`config.mk`:
```
export PLATFORM = sky130hd
export DESIGN_NAME = mcr_top
export DESIGN_NICKNAME = d
export VERILOG_FILES = /design/src/mcr_pkg.sv /design/src/mcr_sleep_ctl.sv /design/src/mcr_top.sv
export SDC_FILE = /design/constraint.sdc
export NUM_CORES = 1
export LEC_CHECK = 0
export BUFFER_PORTS_ARGS = -buffer_cell sky130_fd_sc_hd__buf_2
export CORE_MARGIN = 5
export CORE_UTILIZATION = 46
export CTS_CLUSTER_DIAMETER = 40
export CTS_CLUSTER_SIZE = 20
export DETAILED_ROUTE_END_ITERATION = 8
export HOLD_SLACK_MARGIN = 0.08
export PLACE_DENSITY = 0.72
export SYNTH_ARGS = -nofsm -noshare
export SYNTH_HDL_FRONTEND = slang
export SYNTH_SLANG_ARGS = --single-unit
```
`constraint.sdc`:
```
create_clock -name CLK -period 2 [get_ports CLK]
set_input_delay 0.1 -clock CLK [delete_from_list [all_inputs] [get_ports CLK]]
set_output_delay 0.1 -clock CLK [all_outputs]
set_load 0.02 [all_outputs]
```
`src/mcr_pkg.sv`:
```
// Operation
// - Bank zero routes 0x80 upward to upper set.
// - Bank one routes 0x60 to 0x74 alternates.
// - Wait stretch multiplies the wait period by sixteen.
// - Sleep option stops oscillator, raises flag on interrupt.
// - Oscillator resumes once interrupts and flag cleared.
// - Go starts selected chain command, reset code two.
// - Flicker status change raises system interrupt when enabled.
// - Chain completion raises system interrupt when enabled.
// - Auto low power when every function idles.
package mcr_pkg;

  // Register byte addresses of the miscellaneous configuration bank.
  localparam logic [7:0] MCR_ADDR_CFG_ZERO = 8'hA9;
  localparam logic [7:0] MCR_ADDR_SLEEP_CTL = 8'hAC;
  localparam logic [7:0] MCR_ADDR_MUX_CFG = 8'hAF;
  localparam logic [7:0] MCR_ADDR_IRQ_EN = 8'hB2;

  // Address windows that the bank select steers between.
  localparam logic [7:0] MCR_UPPER_LO = 8'h80;
  localparam logic [7:0] MCR_ALT_LO = 8'h60;
  localparam logic [7:0] MCR_ALT_HI = 8'h74;

  // Field positions in misc_config_zero.
  localparam int MCR_BIT_LOW_POWER = 5;
  localparam int MCR_BIT_BANK_SEL = 4;
  localparam int MCR_BIT_WAIT_STRETCH = 2;

  // Field positions in sleep_control.
  localparam int MCR_BIT_SLEEP_ON_IRQ = 4;
  localparam int MCR_SLEEP_RSVD_MSB = 3;

  // Field positions in mux_command_config.
  localparam int MCR_MUX_CMD_MSB = 4;
  localparam int MCR_MUX_CMD_LSB = 3;

  // Field positions in system_irq_enable.
  localparam int MCR_BIT_FLICKER_IRQ_EN = 6;
  localparam int MCR_BIT_MUX_DONE_IRQ_EN = 4;

  // Reset value of the stored chain command and value of the reserved nibble.
  localparam logic [3:0] MCR_SLEEP_RSVD_VAL = 4'hC;
  localparam logic [1:0] MCR_MUX_CMD_RST = 2'h2;

  // Chain command encodings.
  localparam logic [1:0] MCR_CMD_ROM_INIT = 2'h0;
  localparam logic [1:0] MCR_CMD_READ_RAM = 2'h1;
  localparam logic [1:0] MCR_CMD_WRITE_CHAIN = 2'h2;
  localparam logic [1:0] MCR_CMD_RESERVED = 2'h3;

  // Wait period arithmetic: one step more than the setting, shifted when stretched.
  localparam int MCR_WAIT_SET_W = 8;
  localparam int MCR_WAIT_STEPS_W = 13;
  localparam int MCR_WAIT_STRETCH_SHIFT = 4;
  localparam logic [MCR_WAIT_STEPS_W-1:0] MCR_WAIT_ONE = 13'h0001;

  // State of the chain command sequencer.
  typedef enum logic {MCR_MUX_IDLE, MCR_MUX_BUSY} mcr_mux_st_t;

endpackage

```
`src/mcr_sleep_ctl.sv`:
```
`timescale 1ns/10ps
// Sleep-after-interrupt control: holds the oscillator off while the flag stands.
module mcr_sleep_ctl
  import mcr_pkg::*;
(
  input wire logic clk,
  input wire logic rst_b,
  input wire logic ce,
  input wire logic sleep_en,
  input wire logic irq_active,
  input wire logic flag_clr,
  output logic flag_r,
  output logic osc_run_r
);

  logic flag_nxt; // Next value of the sleep flag.
  logic osc_run_nxt; // Next value of the oscillator run request.

  // The set term wins over the clear, and a clear while an interrupt still
  // stands is ignored, so the oscillator can never restart with one pending.
  always_comb begin
    flag_nxt = flag_r;
    if (sleep_en && irq_active) begin
      flag_nxt = 1'b1;
    end else if (flag_clr && !irq_active) begin
      flag_nxt = 1'b0;
    end
    osc_run_nxt = !flag_nxt;
  end

  // Register the flag and the run request; clock enable low freezes both.
  always_ff @(posedge clk or negedge rst_b) begin
    if (!rst_b) begin
      flag_r <= 1'b0;
      osc_run_r <= 1'b1;
    end else if (ce) begin
      flag_r <= flag_nxt;
      osc_run_r <= osc_run_nxt;
    end
  end

endmodule

```
`src/mcr_top.sv`:
```
`timescale 1ns/10ps
// Miscellaneous configuration bank of the sensor front end.
module mcr_top
  import mcr_pkg::*;
(
  input wire logic CLK,
  input wire logic RST_B,
  input wire logic CE,
  input wire logic [7:0] REG_ADDR,
  input wire logic [7:0] REG_WDATA,
  input wire logic REG_WR,
  input wire logic REG_RD,
  output logic [7:0] REG_RDATA,
  output logic REG_RD_VALID,
  output logic FWD_UPPER,
  output logic FWD_ALT,
  output logic [7:0] FWD_ADDR,
  output logic [7:0] FWD_WDATA,
  output logic FWD_WR,
  input wire logic [7:0] WAIT_TIME_SETTING,
  output logic [12:0] WAIT_STEPS,
  input wire logic IRQ_ACTIVE,
  input wire logic SLEEP_FLAG_CLR,
  output logic SLEEP_FLAG,
  output logic OSC_RUN,
  input wire logic MUX_GO_SET,
  input wire logic MUX_DONE,
  output logic MUX_START,
  output logic [1:0] MUX_CMD,
  output logic MUX_BUSY,
  input wire logic FLICKER_STATUS,
  output logic SYS_IRQ_FLICKER,
  output logic SYS_IRQ_MUX,
  input wire logic ALL_IDLE,
  output logic LOW_POWER_IDLE
);

  // True when the address names one of the four registers of this bank.
  // This bank answers whatever the bank select holds, so software can always
  // clear the select again; locking itself out would need a reset.
  function automatic logic is_own(input logic [7:0] addr);
    is_own = (addr == MCR_ADDR_CFG_ZERO) || (addr == MCR_ADDR_SLEEP_CTL) ||
             (addr == MCR_ADDR_MUX_CFG) || (addr == MCR_ADDR_IRQ_EN);
  endfunction

  // True when the address lies in the alternate window.
  function automatic logic in_alt(input logic [7:0] addr);
    in_alt = (addr >= MCR_ALT_LO) && (addr <= MCR_ALT_HI);
  endfunction

  // Stored configuration fields.
  logic low_power_r; // Auto low power idle enable.
  logic low_power_nxt;
  logic bank_sel_r; // Bank select: zero upper set, one alternate set.
  logic bank_sel_nxt;
  logic wait_stretch_r; // Wait period stretch by sixteen.
  logic wait_stretch_nxt;
  logic sleep_on_irq_r; // Sleep after interrupt enable.
  logic sleep_on_irq_nxt;
  logic [1:0] mux_cmd_cfg_r; // Chain command chosen for the next go.
  logic [1:0] mux_cmd_cfg_nxt;
  logic flicker_irq_en_r; // Flicker change interrupt enable.
  logic flicker_irq_en_nxt;
  logic mux_done_irq_en_r; // Chain completion interrupt enable.
  logic mux_done_irq_en_nxt;

  // Register access answer and forwarding strobes.
  logic [7:0] rdata_r;
  logic [7:0] rdata_nxt;
  logic rd_valid_r;
  logic rd_valid_nxt;
  logic fwd_upper_r;
  logic fwd_upper_nxt;
  logic fwd_alt_r;
  logic fwd_alt_nxt;
  logic [7:0] fwd_addr_r;
  logic [7:0] fwd_addr_nxt;
  logic [7:0] fwd_wdata_r;
  logic [7:0] fwd_wdata_nxt;
  logic fwd_wr_r;
  logic fwd_wr_nxt;

  // Decoded access terms.
  logic access; // A read or write is requested this cycle.
  logic own_hit; // The request names a register of this bank.

  // Configuration register write and read path.
  always_comb begin
    access = REG_WR || REG_RD;
    own_hit = is_own(REG_ADDR);
    low_power_nxt = low_power_r;
    bank_sel_nxt = bank_sel_r;
    wait_stretch_nxt = wait_stretch_r;
    sleep_on_irq_nxt = sleep_on_irq_r;
    mux_cmd_cfg_nxt = mux_cmd_cfg_r;
    flicker_irq_en_nxt = flicker_irq_en_r;
    mux_done_irq_en_nxt = mux_done_irq_en_r;
    rdata_nxt = rdata_r;
    rd_valid_nxt = 1'b0;
    // Reserved bits are never stored, so a careless write cannot disturb them.
    if (REG_WR && own_hit) begin
      unique case (REG_ADDR)
        MCR_ADDR_CFG_ZERO: begin
          low_power_nxt = REG_WDATA[MCR_BIT_LOW_POWER];
          bank_sel_nxt = REG_WDATA[MCR_BIT_BANK_SEL];
          wait_stretch_nxt = REG_WDATA[MCR_BIT_WAIT_STRETCH];
        end
        MCR_ADDR_SLEEP_CTL: begin
          sleep_on_irq_nxt = REG_WDATA[MCR_BIT_SLEEP_ON_IRQ];
        end
        MCR_ADDR_MUX_CFG: begin
          mux_cmd_cfg_nxt = REG_WDATA[MCR_MUX_CMD_MSB:MCR_MUX_CMD_LSB];
        end
        default: begin
          flicker_irq_en_nxt = REG_WDATA[MCR_BIT_FLICKER_IRQ_EN];
          mux_done_irq_en_nxt = REG_WDATA[MCR_BIT_MUX_DONE_IRQ_EN];
        end
      endcase
    end
    // Reads of this bank are answered one cycle later with reserved bits shown.
    if (REG_RD && own_hit) begin
      rd_valid_nxt = 1'b1;
      rdata_nxt = 8'h00;
      unique case (REG_ADDR)
        MCR_ADDR_CFG_ZERO: begin
          rdata_nxt[MCR_BIT_LOW_POWER] = low_power_r;
          rdata_nxt[MCR_BIT_BANK_SEL] = bank_sel_r;
          rdata_nxt[MCR_BIT_WAIT_STRETCH] = wait_stretch_r;
        end
        MCR_ADDR_SLEEP_CTL: begin
          rdata_nxt[MCR_BIT_SLEEP_ON_IRQ] = sleep_on_irq_r;
          rdata_nxt[MCR_SLEEP_RSVD_MSB:0] = MCR_SLEEP_RSVD_VAL;
        end
        MCR_ADDR_MUX_CFG: begin
          rdata_nxt[MCR_MUX_CMD_MSB:MCR_MUX_CMD_LSB] = mux_cmd_cfg_r;
        end
        default: begin
          rdata_nxt[MCR_BIT_FLICKER_IRQ_EN] = flicker_irq_en_r;
          rdata_nxt[MCR_BIT_MUX_DONE_IRQ_EN] = mux_done_irq_en_r;
        end
      endcase
    end
  end

  // Bank steering of each other access in the selected window towards the upper or alternate set.
  always_comb begin
    fwd_upper_nxt = 1'b0;
    fwd_alt_nxt = 1'b0;
    fwd_addr_nxt = fwd_addr_r;
    fwd_wdata_nxt = fwd_wdata_r;
    fwd_wr_nxt = fwd_wr_r;
    if (access && !own_hit) begin
      if (!bank_sel_r && (REG_ADDR >= MCR_UPPER_LO)) begin
        fwd_upper_nxt = 1'b1;
      end else if (bank_sel_r && in_alt(REG_ADDR)) begin
        fwd_alt_nxt = 1'b1;
      end
      // Address and data are held from the last steered access only.
      if (fwd_upper_nxt || fwd_alt_nxt) begin
        fwd_addr_nxt = REG_ADDR;
        fwd_wdata_nxt = REG_WDATA;
        fwd_wr_nxt = REG_WR;
      end
    end
  end

  // Register the configuration fields and the access answers.
  always_ff @(posedge CLK or negedge RST_B) begin
    if (!RST_B) begin
      low_power_r <= 1'b0;
      bank_sel_r <= 1'b0;
      wait_stretch_r <= 1'b0;
      sleep_on_irq_r <= 1'b0;
      mux_cmd_cfg_r <= MCR_MUX_CMD_RST;
      flicker_irq_en_r <= 1'b0;
      mux_done_irq_en_r <= 1'b0;
      rdata_r <= 8'h00;
      rd_valid_r <= 1'b0;
      fwd_upper_r <= 1'b0;
      fwd_alt_r <= 1'b0;
      fwd_addr_r <= 8'h00;
      fwd_wdata_r <= 8'h00;
      fwd_wr_r <= 1'b0;
    end else if (CE) begin
      low_power_r <= low_power_nxt;
      bank_sel_r <= bank_sel_nxt;
      wait_stretch_r <= wait_stretch_nxt;
      sleep_on_irq_r <= sleep_on_irq_nxt;
      mux_cmd_cfg_r <= mux_cmd_cfg_nxt;
      flicker_irq_en_r <= flicker_irq_en_nxt;
      mux_done_irq_en_r <= mux_done_irq_en_nxt;
      rdata_r <= rdata_nxt;
      rd_valid_r <= rd_valid_nxt;
      fwd_upper_r <= fwd_upper_nxt;
      fwd_alt_r <= fwd_alt_nxt;
      fwd_addr_r <= fwd_addr_nxt;
      fwd_wdata_r <= fwd_wdata_nxt;
      fwd_wr_r <= fwd_wr_nxt;
    end
  end

  // Wait period and low power request.
  logic [MCR_WAIT_STEPS_W-1:0] wait_steps_r; // Wait period in base steps.
  logic [MCR_WAIT_STEPS_W-1:0] wait_steps_nxt;
  logic [MCR_WAIT_STEPS_W-1:0] wait_base; // One step more than the setting.
  logic low_power_idle_r; // Low power request towards the power manager.
  logic low_power_idle_nxt;

  // The stretch is a plain shift, so the result is exact and needs no multiplier.
  always_comb begin
    wait_base = MCR_WAIT_STEPS_W'(WAIT_TIME_SETTING) + MCR_WAIT_ONE;
    if (wait_stretch_r) begin
      wait_steps_nxt = wait_base << MCR_WAIT_STRETCH_SHIFT;
    end else begin
      wait_steps_nxt = wait_base;
    end
    low_power_idle_nxt = low_power_r && ALL_IDLE;
  end

  // Register the wait period and the low power request.
  always_ff @(posedge CLK or negedge RST_B) begin
    if (!RST_B) begin
      wait_steps_r <= MCR_WAIT_ONE;
      low_power_idle_r <= 1'b0;
    end else if (CE) begin
      wait_steps_r <= wait_steps_nxt;
      low_power_idle_r <= low_power_idle_nxt;
    end
  end

  // Chain command sequencer and system interrupt pulses.
  mcr_mux_st_t mux_st_r; // Sequencer state.
  mcr_mux_st_t mux_st_nxt;
  logic [1:0] mux_cmd_r; // Command captured at the go.
  logic [1:0] mux_cmd_nxt;
  logic mux_start_r; // One-cycle start strobe to the chain.
  logic mux_start_nxt;
  logic flicker_prev_r; // Flicker status seen in the previous cycle.
  logic irq_flicker_r;
  logic irq_flicker_nxt;
  logic irq_mux_r;
  logic irq_mux_nxt;
  logic mux_busy_r; // Busy level, kept in its own flop so the port needs no decode.
  logic mux_busy_nxt; // Next value of the busy level.

  // The command is captured at the go, so a change made during the run cannot
  // disturb it; a go with the reserved code is dropped and starts nothing.
  always_comb begin
    mux_st_nxt = mux_st_r;
    mux_cmd_nxt = mux_cmd_r;
    mux_start_nxt = 1'b0;
    irq_mux_nxt = 1'b0;
    unique case (mux_st_r)
      MCR_MUX_IDLE: begin
        if (MUX_GO_SET && (mux_cmd_cfg_r != MCR_CMD_RESERVED)) begin
          mux_st_nxt = MCR_MUX_BUSY;
          mux_cmd_nxt = mux_cmd_cfg_r;
          mux_start_nxt = 1'b1;
        end
      end
      MCR_MUX_BUSY: begin
        // A done strobe outside a run is ignored.
        if (MUX_DONE) begin
          mux_st_nxt = MCR_MUX_IDLE;
          irq_mux_nxt = mux_done_irq_en_r;
        end
      end
    endcase
    irq_flicker_nxt = flicker_irq_en_r && (FLICKER_STATUS != flicker_prev_r);
    mux_busy_nxt = (mux_st_nxt == MCR_MUX_BUSY);
  end

  // Register the sequencer and the interrupt pulses.
  always_ff @(posedge CLK or negedge RST_B) begin
    if (!RST_B) begin
      mux_st_r <= MCR_MUX_IDLE;
      mux_cmd_r <= MCR_MUX_CMD_RST;
      mux_start_r <= 1'b0;
      flicker_prev_r <= 1'b0;
      irq_flicker_r <= 1'b0;
      irq_mux_r <= 1'b0;
      mux_busy_r <= 1'b0;
    end else if (CE) begin
      mux_st_r <= mux_st_nxt;
      mux_cmd_r <= mux_cmd_nxt;
      mux_start_r <= mux_start_nxt;
      flicker_prev_r <= FLICKER_STATUS;
      irq_flicker_r <= irq_flicker_nxt;
      irq_mux_r <= irq_mux_nxt;
      mux_busy_r <= mux_busy_nxt;
    end
  end

  // Sleep-after-interrupt control of the oscillator.
  logic sleep_flag; // Sleep flag from the controller flop.
  logic osc_run; // Oscillator run request from the controller flop.

  mcr_sleep_ctl u_sleep (
    .clk(CLK),
    .rst_b(RST_B),
    .ce(CE),
    .sleep_en(sleep_on_irq_r),
    .irq_active(IRQ_ACTIVE),
    .flag_clr(SLEEP_FLAG_CLR),
    .flag_r(sleep_flag),
    .osc_run_r(osc_run)
  );

  // Every output is a flop of this module or of the sleep controller.
  assign REG_RDATA = rdata_r;
  assign REG_RD_VALID = rd_valid_r;
  assign FWD_UPPER = fwd_upper_r;
  assign FWD_ALT = fwd_alt_r;
  assign FWD_ADDR = fwd_addr_r;
  assign FWD_WDATA = fwd_wdata_r;
  assign FWD_WR = fwd_wr_r;
  assign WAIT_STEPS = wait_steps_r;
  assign SLEEP_FLAG = sleep_flag;
  assign OSC_RUN = osc_run;
  assign MUX_START = mux_start_r;
  assign MUX_CMD = mux_cmd_r;
  assign MUX_BUSY = mux_busy_r;
  assign SYS_IRQ_FLICKER = irq_flicker_r;
  assign SYS_IRQ_MUX = irq_mux_r;
  assign LOW_POWER_IDLE = low_power_idle_r;

endmodule

```
==> impl_metrics.py <==
metrics = {
    "power": {
        "power.density_nw_per_um2": 775.0,
        "internal-power_mw": 1.959,
        "p_seq_share_pct": 48.3,
        "peakVddDrop_mv": 0.5258,
        "switching_share_pct": 27.97,
        "clkPwrFrac_pct": 29.4,
        "combPwrFrac_pct": 22.4,
        "power_mw": 2.720,
        "power_leakage_nw": 1.681,
        "switching_power_mw": 0.7606,
    },
    "sta": {
        "relSlewSlack_pct": 57.98,
        "worst_slew_pin_slew_ns": 0.6303,
        "finalHoldViolations": 0,
        "period_needed_ns": 1.939,
        "slew_violations": 0,
        "skew_ns": 0.01042,
        "grt_setup_unrepaired": "false",
        "finalSetupTns_ns": 0,
        "setup_violations": 0,
        "min_period_over_period_pct": 96.93,
        "fmax_ghz": 0.5158,
    },
    "worst_hold_path": {
        "hold_path_depth": 3,
        "min_path_type": "input port to register",
        "min_to": "REG_RDATA[6]$_DFFE_PN0P_",
        "hold_path.startpoint": "REG_RD",
    },
    "worst_setup_path": {
        "worstSetupPathType": "input port to register",
        "reg2reg_to": "FWD_WDATA[4]$_DFFE_PN0P_",
        "cp-start-kind": "input port",
        "slowest_delay_ns": 0.54,
        "reg2reg_depth": 6,
        "slowest_stage": "dlygate4sd3_1",
        "path_cells": "dlygate4sd3_1 -> buf_2 -> nand3b_1 -> nor3b_2 -> and2_4 -> a2111oi_4 -> buf_4 -> buf_12 -> mux2_2",
        "rrSetupSlack_ns": 0.17,
        "cp.required_ns": 2.20,
        "cp.arrival_ns": 2.14,
        "worstPathMaxFanout": 8,
        "crit_path_end_kind": "register",
        "worstReg2RegStart": "bank_sel_r$_DFFE_PN0P_",
    },
    "global_routing": {
        "antenna_found_initial": 0,
        "grt_pass1_wl_um": 10450,
        "grt_pass1_vias": 2174,
        "grt_max_degree": 31,
        "grtUsageTotal_pct": 17.72,
        "grt_overflow": 0,
    },
    "logic_synthesis": {
        "ys_seq_elements": 56,
        "synthMuxAreaShare_pct": 13.21,
        "yosys.area_share.xor_xnor_pct": 2.652,
        "ys_seq_area_share_pct": 53.22,
        "synthesis.area_um2": 2643,
        "synthAdderAreaFrac_pct": 0.4735,
        "yosys_warnings": 0,
        "synthCells": 228,
        "synthSimpleGateAreaFrac_pct": 13.07,
        "synthDistinctLibCells": 44,
        "syn-mean-instance-area_um2": 11.59,
        "synth_compound_area_share_pct": 12.69,
        "synth_top_family_by_area": "multiplexers",
    },
    "floorplanning": {
        "start_util_pct": 47.70,
        "die_width_um": 85.80,
        "die_h_um": 85.80,
        "ios": 85,
        "die-area_um2": 7361,
        "row_count": 27,
        "core_area_um2": 5540,
    },
    "clock_network": {
        "clk_pin_slew_worst_paths_ns": 0.10,
        "cts_max_level": 2,
        "insertion_delay_ns": 0.31,
        "cts_tree": "done",
        "numCtsBuffers": 5,
        "cts_root_buffer": "clkbuf_8",
        "cts_max_path_buffers": 2,
        "numClockSinks": 56,
    },
    "route": {
        "ant_nets": 0,
        "via_per_inst": 5.164,
        "first_pass_iters": 4,
        "wl_per_cell_um": 15.54,
        "wirelength_um": 6339,
        "vias": 2107,
        "drtIter0Drc": 169,
        "drc_errors": 0,
    },
    "cells_and_area": {
        "layout_commonest_cell": "buf_2",
        "final_nets": 371,
        "diodes": 0,
        "final_cell_mix": "buf_2 (81), dfrtp_1 (52), dlygate4sd3_1 (20)",
        "fillerInstances": 446,
        "area.growth.synth_to_final_pct": 32.81,
        "drive_gt1_share_pct": 40.77,
    },
    "placed_design": {
        "place.gp.congestion": 0.8535,
        "io_buffers": 81,
        "place_hpwl_um": 4554,
    },
    "status": {
        "status": "finished clean",
    },
    "job": {
        "cap_violations": 0,
    },
}
[metal layers]
metal | global-route usage (%) | part of all wire [%] | vias to the layer above
met2 | 28.60 | 47 | 70
met4 | 7.338 | 1.9 | 0
met3 | 3.362 | 5.2 | 9
met5 | 0 | 0 | -
li1 | - | - | 1026
met1 | 23.45 | 45 | 1002
[cell type report]
class                           count  area, µm²  share of cell area (%)
Tap cell                           72      90.09                   2.567
Sequential cell                    56       1406                   40.07
Clock inverter                      1      30.03                  0.8556
Inverter                           10      37.54                   1.070
Multi-Input combinational cell    151       1126                   32.09
Timing Repair Buffer              111      723.2                   20.61
Clock buffer                        7      96.34                   2.745
[how the worst max path moves through the flow]
stage,cells past startpoint,slack [ns],endpoint,startpoint
2_1_floorplan,7,0.08,FWD_ADDR[0]$_DFFE_PN0P_,REG_ADDR[2]
3_3_place_gp,7,0.16,FWD_WDATA[0]$_DFFE_PN0P_,REG_ADDR[2]
3_5_place_dp,7,0.12,FWD_WDATA[4]$_DFFE_PN0P_,REG_ADDR[2]
4_1_cts,8,0.08,FWD_WDATA[0]$_DFFE_PN0P_,REG_ADDR[5]
5_1_grt,8,0.01,FWD_WDATA[3]$_DFFE_PN0P_,REG_ADDR[3]
6_report,9,0.06,FWD_WDATA[4]$_DFFE_PN0P_,REG_ADDR[5]
[logic make-up after synthesis]
group,after synthesis
compound gates,48
xor+xnor,8
fa+ha+maj,1
buf+inv,23
flops,56
mux,28
other cells,1
simple gates,63
[state kept, by name (all words and copies together), names as in the netlist]
signal and count:
FWD_ADDR 8, FWD_ALT 1, FWD_UPPER 1, FWD_WDATA 8, FWD_WR 1, LOW_POWER_IDLE 1
MUX_BUSY 1, MUX_CMD 2, MUX_START 1, REG_RDATA 5, REG_RD_VALID 1, SYS_IRQ_FLICKER 1
SYS_IRQ_MUX 1, WAIT_STEPS 13, bank_sel_r 1, flicker_irq_en_r 1, flicker_prev_r 1, low_power_r 1
mux_cmd_cfg_r 2, mux_done_irq_en_r 1, sleep_on_irq_r 1, u_sleep.flag_r 1, u_sleep.osc_run_r 1, wait_stretch_r 1
[critical path: cells and delay by family]
kind / cells / cell delay, ns
muxes: 1 / 0.33
buffers and inverters: 4 / 1.02
and+or+nand+nor: 3 / 0.37
AOI/OAI and AO/OA: 1 / 0.31
[Yosys cell counts, drive strengths merged]
| cell | number | area (µm²) |
|---|---|---|
| dfrtp | 52 | 1301 |
| mux2 | 28 | 349.1 |
| o21ai | 19 | 95.09 |
| nand2 | 15 | 56.30 |
| nor2 | 11 | 41.29 |
| inv | 10 | 37.54 |
| nand4 | 8 | 50.05 |
| clkbuf | 7 | 26.28 |
| xnor2 | 7 | 61.31 |
| buf | 6 | 56.30 |
| nand3 | 6 | 30.03 |
| o2bb2ai | 6 | 52.55 |
| a21oi | 5 | 25.02 |
| and2 | 4 | 25.02 |
| dfstp | 4 | 105.1 |
| and3 | 3 | 20.02 |
| nand2b | 3 | 18.77 |
| nand3b | 3 | 22.52 |
| o211ai | 3 | 22.52 |
| o31ai | 3 | 22.52 |
| o41ai | 3 | 26.28 |
| a21o | 2 | 15.01 |
| a22o | 2 | 17.52 |
| nor3 | 2 | 10.01 |
| nor3b | 2 | 20.02 |
| o21a | 2 | 15.01 |
| a2111oi | 1 | 27.53 |
| a22oi | 1 | 7.510 |
| and3b | 1 | 10.01 |
| and4 | 1 | 8.760 |
| conb | 1 | 3.750 |
| ha | 1 | 12.51 |
| nand4bb | 1 | 11.26 |
| nor2b | 1 | 6.260 |
| nor4 | 1 | 6.260 |
| o22a | 1 | 8.760 |
| or4 | 1 | 8.760 |
| xor2 | 1 | 8.760 |
[metrics by stage]
step	instance area, µm²	utilization [%]	hold WS, ns	setup WS [ns]	instances
3_5_place_dp	3148	56.82	0.1502	0.1242	378
2_1_floorplan	2650	-	-0.1956	0.07796	230
5_1_grt	3510	63.35	0.1259	0.01483	408
6_report	3510	63.35	0.1109	0.06132	408
4_1_cts	3475	62.71	0.09220	0.07597	406
3_3_place_gp	3148	56.82	0.1553	0.1615	378
[power by group through the flow]
stage | clock network (mW) | registers, mW | logic (mW)
final | 0.798 | 1.31 | 0.608
after global routing | 0.859 | 1.33 | 0.659
after CTS | 0.821 | 1.32 | 0.608
after detailed placement | 0 | 1.33 | 0.577
after global placement | 0 | 1.34 | 0.564
after floorplan | 0 | 1.47 | 0.213
[what timing repair did]
| item | in CTS | in global routing |
|---|---|---|
| buffers inserted | 0 | 1 |
| endpoints found under the setup margin | 0 | 5 |
| endpoints found under the hold margin | 53 | 0 |
| hold buffers | 20 | 0 |
| gates resized for setup | 0 | 1 |
Note: power is estimated with default switching activity, not from simulation.
